### src/rtl/capacity_cfg_pkg.sv
// Purpose: Shared constants and types of the cache capacity configuration bank
// Assumes: One frame per security space, byte addressed, 32-bit words
// Notes:   Table geometry is fixed here; feature presence is set on the top module

package capacity_cfg_pkg;

  // ==========================================================================
  // Register map inside each space's configuration page
  // ==========================================================================
  localparam int unsigned          ADDR_WIDTH   = 16;
  localparam logic [ADDR_WIDTH-1:0] MAX_OFFSET  = 16'h0108;
  localparam logic [ADDR_WIDTH-1:0] MIN_OFFSET  = 16'h0110;

  // ==========================================================================
  // Field layout
  // ==========================================================================
  localparam int unsigned FIELD_WIDTH    = 16;  // Fraction field, bits 15..0
  localparam int unsigned FRACTION_WIDTH = 8;   // Implemented top bits of it
  localparam int unsigned RELAX_BIT      = 31;  // Over-limit relax control
  localparam logic [FIELD_WIDTH-1:0] FRACTION_RESET = 16'h0000;
  localparam logic                   RELAX_RESET    = 1'b0;

  // ==========================================================================
  // Table geometry: space, instance, partition
  // ==========================================================================
  localparam int unsigned SPACE_BITS     = 2;
  localparam int unsigned INSTANCE_BITS  = 1;
  localparam int unsigned PARTITION_BITS = 3;
  localparam int unsigned SELECT_WIDTH   = 16;  // Partition select field width
  localparam int unsigned INSTANCE_FIELD = 4;   // Resource instance field width
  localparam logic [SELECT_WIDTH-1:0]   PARTITION_COUNT = 16'h0008;
  localparam logic [INSTANCE_FIELD-1:0] INSTANCE_COUNT  = 4'h2;
  localparam int unsigned INDEX_BITS  = SPACE_BITS + INSTANCE_BITS + PARTITION_BITS;
  localparam int unsigned TABLE_DEPTH = 1 << INDEX_BITS;

  // Security spaces, one frame each
  typedef enum logic [SPACE_BITS-1:0] {
    SPACE_SECURE    = 2'h0,
    SPACE_NONSECURE = 2'h1,
    SPACE_ROOT      = 2'h2,
    SPACE_REALM     = 2'h3
  } space_type;

  // Access sequencer
  typedef enum logic {
    ST_IDLE  = 1'b0,
    ST_FETCH = 1'b1
  } state_type;

endpackage

### src/rtl/cache_capacity_partition_config.sv
// Purpose: Per-space cache capacity limit settings per partition
// Assumes: Caller presents the selector fields of the addressed space's frame
// Notes:   One access in flight; answer two edges after the request
//          Refused selections answer with an error flag and zero data
//          Lookups share the sequencer and yield to software accesses
//          Absent registers read zero and drop writes without an error

`timescale 1ns/1ps

module cache_capacity_partition_config #(
  parameter bit INSTANCE_SELECT_PRESENT       = 1'b1,
  parameter bit NARROWING_PRESENT             = 1'b0,
  parameter bit FOUR_SPACE_PRESENT            = 1'b1,
  parameter bit CAPACITY_PARTITIONING_PRESENT = 1'b1,
  parameter bit LATER_REVISION                = 1'b1,
  parameter bit MIN_CAPACITY_PRESENT          = 1'b1,
  parameter bit SOFT_LIMIT_PRESENT            = 1'b1
) (
  input  wire logic                                         sys_clk,
  input  wire logic                                         rstn,
  input  wire logic                                         acc_req,
  input  wire logic [capacity_cfg_pkg::SPACE_BITS-1:0]      acc_space,
  input  wire logic [capacity_cfg_pkg::ADDR_WIDTH-1:0]      acc_addr,
  input  wire logic                                         acc_write,
  input  wire logic [31:0]                                  acc_wdata,
  input  wire logic [capacity_cfg_pkg::SELECT_WIDTH-1:0]    sel_partition,
  input  wire logic [capacity_cfg_pkg::INSTANCE_FIELD-1:0]  sel_instance,
  input  wire logic                                         sel_internal,
  input  wire logic                                         lkp_req,
  input  wire logic [capacity_cfg_pkg::SPACE_BITS-1:0]      lkp_space,
  input  wire logic [capacity_cfg_pkg::INSTANCE_BITS-1:0]   lkp_instance,
  input  wire logic [capacity_cfg_pkg::PARTITION_BITS-1:0]  lkp_partition,
  output logic                                              acc_busy,
  output logic                                              acc_ack,
  output logic                                              acc_error,
  output logic      [31:0]                                  acc_rdata,
  output logic                                              lkp_valid,
  output logic      [capacity_cfg_pkg::FIELD_WIDTH-1:0]     lkp_max_fraction,
  output logic                                              lkp_relax,
  output logic      [capacity_cfg_pkg::FIELD_WIDTH-1:0]     lkp_min_fraction
);

  // ==========================================================================
  // Local widths and feature gates
  // ==========================================================================
  localparam int unsigned FW = capacity_cfg_pkg::FIELD_WIDTH;
  localparam int unsigned IB = capacity_cfg_pkg::INDEX_BITS;
  localparam int unsigned PB = capacity_cfg_pkg::PARTITION_BITS;
  localparam int unsigned NB = capacity_cfg_pkg::INSTANCE_BITS;

  // Register presence follows the feature set; an absent register becomes a
  // reserved word, so software probing an unbuilt feature sees no error
  // Relax bit needs the later revision as well as soft limit support
  localparam bit MAX_PRESENT  = CAPACITY_PARTITIONING_PRESENT;
  localparam bit MIN_PRESENT  = CAPACITY_PARTITIONING_PRESENT &&
                                LATER_REVISION && MIN_CAPACITY_PRESENT;
  localparam bit RELAX_PRESENT = LATER_REVISION && SOFT_LIMIT_PRESENT;

  // ==========================================================================
  // State of the block
  // ==========================================================================
  typedef struct packed {
    capacity_cfg_pkg::state_type fsm;
    logic                        busy;
    logic                        is_lookup;
    logic                        tgt_max;
    logic                        tgt_min;
    logic                        fail;
    logic                        ack;
    logic                        err;
    logic [31:0]                 rdata;
    logic                        lvalid;
    logic [FW-1:0]               lmax;
    logic                        lrelax;
    logic [FW-1:0]               lmin;
  } regs_type;

  // Current record and its next value
  regs_type regs_q;
  regs_type regs_d;

  // ==========================================================================
  // Decode of the software access
  // ==========================================================================
  logic          frame_open;
  logic          internal_ok;
  logic          partition_ok;
  logic          instance_ok;
  logic          select_ok;
  logic          hit_max_addr;
  logic          hit_min_addr;
  logic [NB-1:0] inst_eff;
  logic [IB-1:0] acc_index;
  logic [IB-1:0] lkp_index;
  logic [FW-1:0] wr_fraction;
  logic          max_target;
  logic          min_target;
  logic          lkp_take;

  // Secure and non-secure frames always open; root and realm need four spaces
  assign frame_open = (acc_space == capacity_cfg_pkg::SPACE_SECURE) ||
                      (acc_space == capacity_cfg_pkg::SPACE_NONSECURE) ||
                      FOUR_SPACE_PRESENT;

  // Internal bit must match whether narrowing is built in
  assign internal_ok = NARROWING_PRESENT ? sel_internal
                                         : !sel_internal;

  // Out-of-range partitions and instances address nothing
  assign partition_ok = sel_partition < capacity_cfg_pkg::PARTITION_COUNT;
  assign instance_ok  = !INSTANCE_SELECT_PRESENT ||
                        (sel_instance < capacity_cfg_pkg::INSTANCE_COUNT);

  // Instance field ignored when instance selection is absent
  assign inst_eff = INSTANCE_SELECT_PRESENT ? sel_instance[NB-1:0]
                                            : '0;

  // Space forms the top of the index, so spaces never share a setting
  assign acc_index = {acc_space, inst_eff, sel_partition[PB-1:0]};
  assign lkp_index = {lkp_space, lkp_instance, lkp_partition};

  // Any failed check refuses the access as a whole
  assign select_ok = frame_open && internal_ok && partition_ok && instance_ok;

  // Same word offsets in every frame
  assign hit_max_addr = acc_addr == capacity_cfg_pkg::MAX_OFFSET;
  assign hit_min_addr = acc_addr == capacity_cfg_pkg::MIN_OFFSET;

  // Register present, offset hit, selection legal; refusals never touch a table
  assign max_target = hit_max_addr && MAX_PRESENT && select_ok;
  assign min_target = hit_min_addr && MIN_PRESENT && select_ok;

  // A lookup only starts when no software access competes for the sequencer
  assign lkp_take = lkp_req && !acc_req;

  // ==========================================================================
  // Settings tables and write data shaping
  // ==========================================================================
  // Table ports; writes land at the edge that takes the access
  logic          max_we;
  logic          min_we;
  logic [IB-1:0] rd_index;
  logic [FW:0]   max_word;
  logic [FW-1:0] min_word;

  // Both fractions share one implemented width
  fraction_mask #(
    .FIELD (FW),
    .IMPL  (capacity_cfg_pkg::FRACTION_WIDTH)
  ) u_wr_mask (
    .raw_fraction  (acc_wdata[FW-1:0]),
    .kept_fraction (wr_fraction)
  );

  // Relax bit kept beside the max fraction
  capacity_table #(
    .WIDTH (FW + 1),
    .DEPTH (capacity_cfg_pkg::TABLE_DEPTH),
    .IBITS (IB)
  ) u_max_table (
    .sys_clk   (sys_clk),
    .rstn      (rstn),
    .wr_en     (max_we),
    .wr_index  (acc_index),
    .wr_data   ({acc_wdata[capacity_cfg_pkg::RELAX_BIT] & RELAX_PRESENT, wr_fraction}),
    .rd_index  (rd_index),
    .rd_data_q (max_word)
  );

  capacity_table #(
    .WIDTH (FW),
    .DEPTH (capacity_cfg_pkg::TABLE_DEPTH),
    .IBITS (IB)
  ) u_min_table (
    .sys_clk   (sys_clk),
    .rstn      (rstn),
    .wr_en     (min_we),
    .wr_index  (acc_index),
    .wr_data   (wr_fraction),
    .rd_index  (rd_index),
    .rd_data_q (min_word)
  );

  // ==========================================================================
  // Sequencer
  // ==========================================================================
  // Software access wins over a lookup offered in the same cycle
  // Timing, counted from the edge that takes a request:
  //   edge 0  request taken, table written, old word read out
  //   edge 1  word moved into the answer registers
  //   after   answer stands for one cycle, sequencer idle again
  // A write thus answers with the word held before it; requests while busy are dropped
  always_comb begin
    regs_d        = regs_q;
    regs_d.ack    = 1'b0;
    regs_d.lvalid = 1'b0;
    max_we        = 1'b0;
    min_we        = 1'b0;
    rd_index      = acc_index;
    case (regs_q.fsm)
      capacity_cfg_pkg::ST_IDLE: begin
        if (acc_req) begin
          regs_d.fsm       = capacity_cfg_pkg::ST_FETCH;
          regs_d.busy      = 1'b1;
          regs_d.is_lookup = 1'b0;
          regs_d.tgt_max   = max_target;
          regs_d.tgt_min   = min_target;
          regs_d.fail      = ((hit_max_addr && MAX_PRESENT) || (hit_min_addr && MIN_PRESENT)) && !select_ok;
          // Write lands at this edge; the read beside it still sees the old word
          max_we           = acc_write && max_target;
          min_we           = acc_write && min_target;
        end else if (lkp_take) begin
          regs_d.fsm       = capacity_cfg_pkg::ST_FETCH;
          regs_d.busy      = 1'b1;
          regs_d.is_lookup = 1'b1;
          rd_index         = lkp_index;
        end
      end
      capacity_cfg_pkg::ST_FETCH: begin
        regs_d.fsm  = capacity_cfg_pkg::ST_IDLE;
        regs_d.busy = 1'b0;
        if (regs_q.is_lookup) begin
          // Lookup answer; min fraction forced to zero when the register is absent
          regs_d.lvalid = 1'b1;
          regs_d.lmax   = max_word[FW-1:0];
          regs_d.lrelax = max_word[FW];
          regs_d.lmin   = MIN_PRESENT ? min_word : '0;
        end else begin
          regs_d.ack   = 1'b1;
          regs_d.err   = regs_q.fail;
          regs_d.rdata = 32'h0000_0000;
          // Read data; unmapped, absent or refused words read zero
          if (regs_q.tgt_max) begin
            regs_d.rdata[FW-1:0]                     = max_word[FW-1:0];
            regs_d.rdata[capacity_cfg_pkg::RELAX_BIT] = max_word[FW];
          end else if (regs_q.tgt_min) begin
            regs_d.rdata[FW-1:0] = min_word;
          end
        end
      end
      default: begin
        // Unreachable with a one-bit state; kept so any odd value returns to idle
        regs_d.fsm  = capacity_cfg_pkg::ST_IDLE;
        regs_d.busy = 1'b0;
      end
    endcase
  end

  // State register; reset leaves every answer at zero so nothing stale is offered
  // Only constants in the reset branch; the record copy is taken whole otherwise
  always_ff @(posedge sys_clk or negedge rstn) begin
    if (!rstn) begin
      regs_q.fsm       <= capacity_cfg_pkg::ST_IDLE;
      regs_q.busy      <= 1'b0;
      regs_q.is_lookup <= 1'b0;
      regs_q.tgt_max   <= 1'b0;
      regs_q.tgt_min   <= 1'b0;
      regs_q.fail      <= 1'b0;
      regs_q.ack       <= 1'b0;
      regs_q.err       <= 1'b0;
      regs_q.rdata     <= 32'h0000_0000;
      regs_q.lvalid    <= 1'b0;
      regs_q.lmax      <= capacity_cfg_pkg::FRACTION_RESET;
      regs_q.lrelax    <= capacity_cfg_pkg::RELAX_RESET;
      regs_q.lmin      <= capacity_cfg_pkg::FRACTION_RESET;
    end else begin
      regs_q <= regs_d;
    end
  end

  // ==========================================================================
  // Outputs, all straight from flops
  // ==========================================================================
  // Read data, error and lookup fields hold until the next answer, so a slow reader still finds them
  assign acc_busy         = regs_q.busy;
  assign acc_ack          = regs_q.ack;
  assign acc_error        = regs_q.err;
  assign acc_rdata        = regs_q.rdata;
  assign lkp_valid        = regs_q.lvalid;
  assign lkp_max_fraction = regs_q.lmax;
  assign lkp_relax        = regs_q.lrelax;
  assign lkp_min_fraction = regs_q.lmin;

endmodule

### src/rtl/fraction_mask.sv
// Purpose: Keep only the implemented top bits of a fixed-point fraction field
// Assumes: Implemented bits sit at the most significant end of the field
// Notes:   Pure combinational; low bits always come out zero

`timescale 1ns/1ps

module fraction_mask #(
  parameter int unsigned FIELD = 16,
  parameter int unsigned IMPL  = 8
) (
  input  wire logic [FIELD-1:0] raw_fraction,
  output logic      [FIELD-1:0] kept_fraction
);

  // ==========================================================================
  // Mask
  // ==========================================================================
  localparam logic [FIELD-1:0] KEEP = ~((FIELD'(1) << (FIELD - IMPL)) - FIELD'(1));

  // Unimplemented low bits read as zero and drop writes
  assign kept_fraction = raw_fraction & KEEP;

endmodule

### src/rtl/capacity_table.sv
// Purpose: Small settings table, one write port and one registered read port
// Assumes: Write and read in the same cycle return the old word
// Notes:   Cleared on reset so every setting starts at a known fraction

`timescale 1ns/1ps

module capacity_table #(
  parameter int unsigned WIDTH = 16,
  parameter int unsigned DEPTH = 64,
  parameter int unsigned IBITS = 6
) (
  input  wire logic             sys_clk,
  input  wire logic             rstn,
  input  wire logic             wr_en,
  input  wire logic [IBITS-1:0] wr_index,
  input  wire logic [WIDTH-1:0] wr_data,
  input  wire logic [IBITS-1:0] rd_index,
  output logic      [WIDTH-1:0] rd_data_q
);

  // ==========================================================================
  // Storage
  // ==========================================================================
  logic [WIDTH-1:0] words_q [DEPTH];

  // Write and registered read; flop-based, depth is small
  always_ff @(posedge sys_clk or negedge rstn) begin
    if (!rstn) begin
      for (int i = 0; i < DEPTH; i++) begin
        words_q[i] <= '0;
      end
      rd_data_q <= '0;
    end else begin
      if (wr_en) begin
        words_q[wr_index] <= wr_data;
      end
      rd_data_q <= words_q[rd_index];
    end
  end

endmodule

### config.mk
export PLATFORM = sky130hd
export DESIGN_NAME = cache_capacity_partition_config
export DESIGN_NICKNAME = d
export VERILOG_FILES = /design/src/rtl/capacity_cfg_pkg.sv /design/src/rtl/cache_capacity_partition_config.sv /design/src/rtl/fraction_mask.sv /design/src/rtl/capacity_table.sv
export SDC_FILE = /design/constraint.sdc
export NUM_CORES = 2
export LEC_CHECK = 0
export BUFFER_PORTS_ARGS = -buffer_cell sky130_fd_sc_hd__buf_2
export CELL_PAD_IN_SITES_DETAIL_PLACEMENT = 1
export CELL_PAD_IN_SITES_GLOBAL_PLACEMENT = 1
export CORE_UTILIZATION = 30
export DETAILED_ROUTE_END_ITERATION = 12
export PLACE_DENSITY_LB_ADDON = 0.2
export SYNTH_ARGS = -nofsm -noshare
export SYNTH_HDL_FRONTEND = slang
export SYNTH_HIERARCHICAL = 1
export SYNTH_SLANG_ARGS = --single-unit
### constraint.sdc
create_clock -name sys_clk -period 8.5 [get_ports sys_clk]
set_input_delay 1.275 -clock sys_clk [delete_from_list [all_inputs] [get_ports sys_clk]]
set_output_delay 1.275 -clock sys_clk [all_outputs]
set_load 0.01 [all_outputs]
Yosys cells after proc, flatten, opt, wreduce, memory -nomap -nowiden
Index checks and enable logic that the tools add are counted.
W data, S select, Z words.
{"block": "classes", "n_eq_ne": 3, "n_bitwise": 4, "n_reduce_logical": 18, "muxes": 28, "n_lt_le_gt_ge": 5}
{"cell": "$bwmux W1088", "n": 1}
{"cell": "$bwmux W1024", "n": 1}
{"cell": "$bmux W17 S6", "n": 1}
{"cell": "$demux W17 S6", "n": 1}
{"cell": "$bmux W16 S6", "n": 1}
{"cell": "$demux W16 S6", "n": 1}
{"cell": "$mux W16", "n": 5}
{"cell": "$mux W34", "n": 2}
{"cell": "$mux W68", "n": 1}
{"cell": "$mux W17", "n": 3}
{"cell": "$eq A16 B9 Y1 const B", "n": 2}
{"cell": "$mux W6", "n": 3}
{"cell": "$lt A16 B4 Y1 const B", "n": 1}
{"cell": "$ge A7 B7 Y1 const B", "n": 2}
{"cell": "$not A6 Y7", "n": 2}
{"cell": "$logic_and A1 B1 Y1", "n": 9}
{"cell": "$reduce_and A2 Y1", "n": 4}
{"cell": "$lt A7 B1 Y1 const B", "n": 1}
{"cell": "$mux W3", "n": 2}
{"cell": "$mux W1", "n": 5}
{"cell": "$lt A4 B2 Y1 const B", "n": 1}
{"cell": "$pmux W2 S2", "n": 1}
{"cell": "$logic_not A1 Y1", "n": 3}
{"cell": "$ne A3 B3 Y1 const B", "n": 1}
{"cell": "3 further kinds", "n": 4}
{"block": "totals", "input_bits": 82, "ff_bits": 2204, "out_inout_bits": 69}

Longest topological paths before layout
{"block": "depth", "word_depth": 9, "ltp_mapped": 14}

Cells and area by module
Netlist, hierarchy kept.
{"module": "capacity_table at u_max_table", "area_each_um2": 50324.5, "seq_area_each_um2": 27651.5, "n_inst": 1, "cells_each": 3189}
{"module": "capacity_table at u_min_table", "area_each_um2": 47550.6, "seq_area_each_um2": 26025.0, "n_inst": 1, "cells_each": 3045}
{"module": "cache_capacity_partition_config", "area_each_um2": 2977.9, "seq_area_each_um2": 1476.4, "n_inst": 1, "cells_each": 268}
{"module": "fraction_mask", "area_each_um2": 123.9, "seq_area_each_um2": 0.0, "n_inst": 1, "cells_each": 17}

Worst setup path before layout
No wires, ideal clock.
{"block": "synth_timing", "path_type": "input-to-reg", "from": "input port sel_internal", "to": "register u_min_table/words_q[134] (netlist name)", "arrival_ns": 3.834, "path_slack_ns": 4.541, "required_ns": 8.375, "setup_time_ns": 0.125, "cell_stages": 9, "cell_sequence": "or3_4 -> or3_4 -> nor3_1 -> and2_1 -> buf_2 -> nand3_4 -> nor2_2 -> buf_4 -> mux2_2"}
{"block": "synth_via", "elab_chain_cells": 7}
{"item": "start, declared", "line_no": "cache_capacity_partition_config.sv:28", "source": "input wire logic sel_internal,"}
{"item": "$logic_not A1 Y1", "line_no": "cache_capacity_partition_config.sv:107", "source": ": !sel_internal;"}
{"item": "$logic_and A1 B1 Y1 (2 in a row)", "line_no": "cache_capacity_partition_config.sv:123", "source": "assign select_ok = frame_open && internal_ok && partition_ok && instance_ok;"}
{"item": "$logic_and A1 B1 Y1", "line_no": "cache_capacity_partition_config.sv:131", "source": "assign min_target = hit_min_addr && MIN_PRESENT && select_ok;"}
{"item": "$logic_and A1 B1 Y1", "line_no": "cache_capacity_partition_config.sv:211", "source": "min_we = acc_write && min_target;"}
{"item": "$mux W1", "line_no": "cache_capacity_partition_config.sv:202", "source": "if (acc_req) begin"}
{"item": "$mux W1", "line_no": "cache_capacity_partition_config.sv:200", "source": "case (regs_q.fsm)"}
{"item": "via min_we", "line_no": "cache_capacity_partition_config.sv:141", "source": "logic min_we;"}
{"item": "end signal, assigned by index", "line_no": "capacity_table.sv:35", "source": "words_q[wr_index] <= wr_data;"}
{"item": "end, declared", "line_no": "capacity_table.sv:24", "source": "logic [WIDTH-1:0] words_q [DEPTH];"}
The timed path passes the listed nets, and every way through them passes these cells.
A chain may end at the register's enable or synchronous reset.

Worst setup path in the final report
{"block": "layout_timing", "from": "register regs_q[73] (netlist name)", "to": "register u_min_table/words_q[811] (netlist name)"}
{"block": "layout_via", "elab_chain_cells": 1}
{"item": "start, declared", "line_no": "cache_capacity_partition_config.sv:79", "source": "regs_type regs_q;"}
{"item": "start signal, assigned", "line_no": "cache_capacity_partition_config.sv:267", "source": "regs_q <= regs_d;"}
{"item": "$mux W1", "line_no": "cache_capacity_partition_config.sv:200"}
{"item": "via min_we", "line_no": "cache_capacity_partition_config.sv:141"}
The timed path passes the listed nets, and every way through them passes these cells.

==> results by group <==
Status
  – Status: finished clean

Clocking
  – CTS Sinks: approximately 2200
  – Num CTS Buffers: 268
  – Longest Clk Path Bufs: 4
  – CTS H-tree depth: 5
  – # hold bufs at CTS: 0
  – Worst-Skew Late Latency: between 0.8 and 0.9 ns
  – Root Driver: clkbuf_16
  – Clock-pin slew on the worst setup and hold paths: 0.06 ns
  – Post-CTS Setup Inserts: 0
  – CTS tree: done
  – Resized cells post-CTS: 0

Worst setup path
  – Worst Setup Start Kind: flip-flop
  – CP delay by family, top: simple AND/OR/NAND/NOR gates
  – CP Data Required Time: about 9.2 ns
  – Worst Path Arrival: approximately 6.3 ns
  – Delay of the slowest cell on the worst path: around 1.1 ns
  – Critical-path top delay cell: nor3_1
  – CP bufs+invs: 1
  – R2R cell count: 9
  – CP Capture Type: flip-flop
  – CP Cell Sequence: nand2b_1 > nor3b_2 > nand4_1 > nor3_1 > and2b_1 > nand3_2 > nor2_2 > buf_4 > mux2_2
  – Register-to-register setup slack: around 2.9 ns
  – Crit Path Max Fanout: 13
  – RR Endpoint: u_min_table/words_q[811]$_DFFE_PN0P_
  – Crit Reg-Reg Startpoint: regs_q[73]$_DFF_PN0_
  – Crit Path Category: reg -> reg

GRT
  – Largest net degree at the start of global routing: 190
  – Global-route wire length before repair: ~460 mm
  – Vias in the first global route: between 60000 and 70000
  – Tot GR Track Use: 0.182
  – Initial antenna violation count: 32
  – Total grt overflow: 0

Synthesis
  – Post-synth EDFFs: 0
  – Yosys warns: 6
  – Yosys reg bits: 2204
  – Area of the mapped netlist: a little over 100000 µm²
  – Largest family of logic cells by synthesized area: multiplexers
  – Post-synthesis xor/xnor area fraction: 0.0000867
  – Synth unique cells: 63
  – Avg Cell Area, Syn: roughly 15 µm²
  – Simple-gate share of the synthesized area: 0.0310
  – Post-synthesis sequential area ratio: 0.546
  – Async set-or-reset flop fraction in the synthesized netlist: 1.00
  – Most used DFF post-synth: dfrtp_1
  – Mux contribution to synthesized area: 0.366
  – Post-Synth Adder-Cell Area: 0
  – Compound-Gate Fraction of Synth Area: 0.0206
  – Cells after Synth: 6519

STA
  – Pin slew with the least headroom to its limit: 1.43 ns
  – Post-layout min period: 5.62 ns
  – Max Clock Freq: 178 MHz
  – RSZ-0062 raised after global routing: no
  – Crit share post-route: 0.661
  – Max transition margin: 0.0396
  – Final TNS setup: 0 ns
  – Fin. max-slew vios: 0
  – Setup Skew: between 0.03 and 0.04 ns
  – Hold Worst Slack: around 0.4 ns
  – Fin. Hold Viols: 0
  – Final setup fails: 0

Floorplan
  – Top-level port count: ~150
  – Area of the core: around 330000 µm²
  – Rows: 212
  – Chip Width: 582 µm
  – DIE AREA: about 340000 µm²
  – Effective utilization at floorplan: 0.302
  – Die Ht: about 580 µm

Detailed routing
  – Via density: ~5.2
  – Drt pass-1 iters: 5
  – DRC Markers: 0
  – Iter 0 DRT Violations: roughly 3300
  – Routed WL: between 300 and 400 mm
  – Wire length per cell: ~28 µm
  – Via count: between 50000 and 60000
  – Final ANT Viol Nets: 0

Place
  – DP Wirelength: approximately 180 mm
  – I/O Buffers: about 110
  – Placed cell area: 105000 µm²
  – Routability cong.: 0.791
  – Placed Instances: between 10000 and 15000

Min path
  – Hold crit path type: in -> async

Pwr
  – PwrDens: between 200 and 250 nW/µm²
  – Leakage: between 50 and 60 nW
  – Peak VDD IR: about 150 µV

Final layout
  – Nets: 6479
  – Fill count: 34000
  – Ratio of cells with drive above 1 in the final layout: 0.537
  – Post-layout util: 0.340
  – Design area: between 100000 and 150000 µm²
  – Final std cells w/o fill: between 10000 and 15000
  – Area Overhead vs Synth: 12.4%

Job
  – MaxCap Viol Count: 0
[registers in the layout, summed over array words and instances, names as in the netlist]
signal / flops
lkp_min_fraction: 16
lkp_relax: 1
u_min_table/rd_data_q: 16
lkp_max_fraction: 16
lkp_valid: 1
acc_error: 1
u_min_table/words_q: 1024
acc_rdata: 17
regs_q: 5
u_max_table/rd_data_q: 17
acc_ack: 1
acc_busy: 1
u_max_table/words_q: 1088
[how the worst max path moves through the flow]
| stage | start | to | slack, ns | cells after the start |
|---|---|---|---|---|
| after floorplan | sel_internal | u_min_table/words_q[134]$_DFFE_PN0P_ | 4.54 | 9 |
| after global placement | acc_req | u_min_table/words_q[811]$_DFFE_PN0P_ | 2.08 | 10 |
| after detailed placement | acc_req | u_min_table/words_q[811]$_DFFE_PN0P_ | 1.99 | 10 |
| after CTS | regs_q[73]$_DFF_PN0_ | u_min_table/words_q[811]$_DFFE_PN0P_ | 2.81 | 9 |
| after global routing | regs_q[73]$_DFF_PN0_ | u_min_table/words_q[803]$_DFFE_PN0P_ | 2.78 | 9 |
| final | regs_q[73]$_DFF_PN0_ | u_min_table/words_q[811]$_DFFE_PN0P_ | 2.88 | 9 |
[cell families after synthesis]
logic type / Yosys count
buf+inv: 678
mux: 2814
compound gates: 287
flops: 2204
xor+xnor: 1
simple gates: 533
other cells: 2
[power breakdown]
part           switching, mW  internal [mW]
sequential            0.0854           10.6
combinational           1.15          0.397
clock                   4.51           6.60
[area by class of cell]
class	instances	area [µm²]	share of cell area
antenna	15	37.5	0.000331
clock buffer	408	8010	0.0705
clock inverter	46	419	0.00369
inverter	8	30.0	0.000265
multi-input combinational	3658	42400	0.374
sequential	2204	55200	0.486
tap	4387	5490	0.0484
timing repair buffer	257	1980	0.0174
[synthesized netlist by cell type (all sizes together) (2+ instances only)]
master | number | area (µm²)
o221ai | 2 | 17.5
mux4 | 478 | 10800
o22ai | 37 | 231
o21ai | 22 | 110
nand3 | 59 | 333
nor3b | 5 | 58.8
nand3b | 4 | 33.8
nand4 | 28 | 226
and2 | 9 | 56.3
a221oi | 18 | 158
buf | 449 | 2760
and4 | 5 | 43.8
mux2i | 70 | 701
conb | 2 | 7.51
or3 | 3 | 28.8
nand2 | 190 | 883
o311a | 2 | 20.0
clkbuf | 221 | 835
nor2b | 18 | 113
o31ai | 17 | 128
or2 | 4 | 25.0
a21oi | 22 | 110
a221o | 7 | 70.1
o41ai | 2 | 32.5
inv | 7 | 26.3
nor3 | 28 | 230
and2b | 5 | 37.5
nor2 | 142 | 783
a22oi | 127 | 953
nor4 | 10 | 105
mux2 | 2266 | 25500
or3b | 3 | 26.3
and3b | 4 | 35.0
a211oi | 20 | 150
nand2b | 15 | 101
o2111ai | 10 | 87.6
dfrtp | 2204 | 55200
[stage by stage]
stage,worst slack (ns),power (mW)
after floorplan,4.54,11.7
after global placement,2.08,12.4
after detailed placement,1.99,12.4
after CTS,2.81,23.7
after global routing,2.78,24.2
final,2.88,23.3
[placed cells by master (no fill, tap or decap), drive strengths merged, types with 3 or more instances in the layout]
cell type and instances:
a211oi 20, a21oi 22, a221o 7, a221oi 18, a22oi 127, and2 9
and2b 5, and3b 4, and4 5, buf 257, bufinv 4, clkbuf 408
clkinv 32, conb 23, dfrtp 2204, diode 15, inv 17, mux2 2266
mux2i 70, mux4 478, nand2 190, nand2b 15, nand3 59, nand3b 4
nand4 28, nor2 142, nor2b 18, nor3 28, nor3b 5, nor4 10
o2111ai 10, o21ai 22, o22ai 37, o31ai 17, or2 4, or3 3
or3b 3
[worst register-to-register path, cell delays in order, from the launching register on]
cell and delay [ns]:
dfrtp_1 0.45, nand2b_1 0.41, nor3b_2 0.78, nand4_1 0.50
nor3_1 1.06, and2b_1 0.32, nand3_2 0.39, nor2_2 0.96
buf_4 0.29, mux2_2 0.34
[metal layers]
| layer | share of wire | GRT usage | up-vias |
|---|---|---|---|
| li1 | - | - | 23800 |
| met1 | 0.44 | 0.248 | 31500 |
| met2 | 0.49 | 0.302 | 1040 |
| met3 | 0.043 | 0.0291 | 407 |
| met4 | 0.027 | 0.0486 | 2 |
| met5 | 0.000042 | 0 | - |
Power figures use the tool's default switching activity.
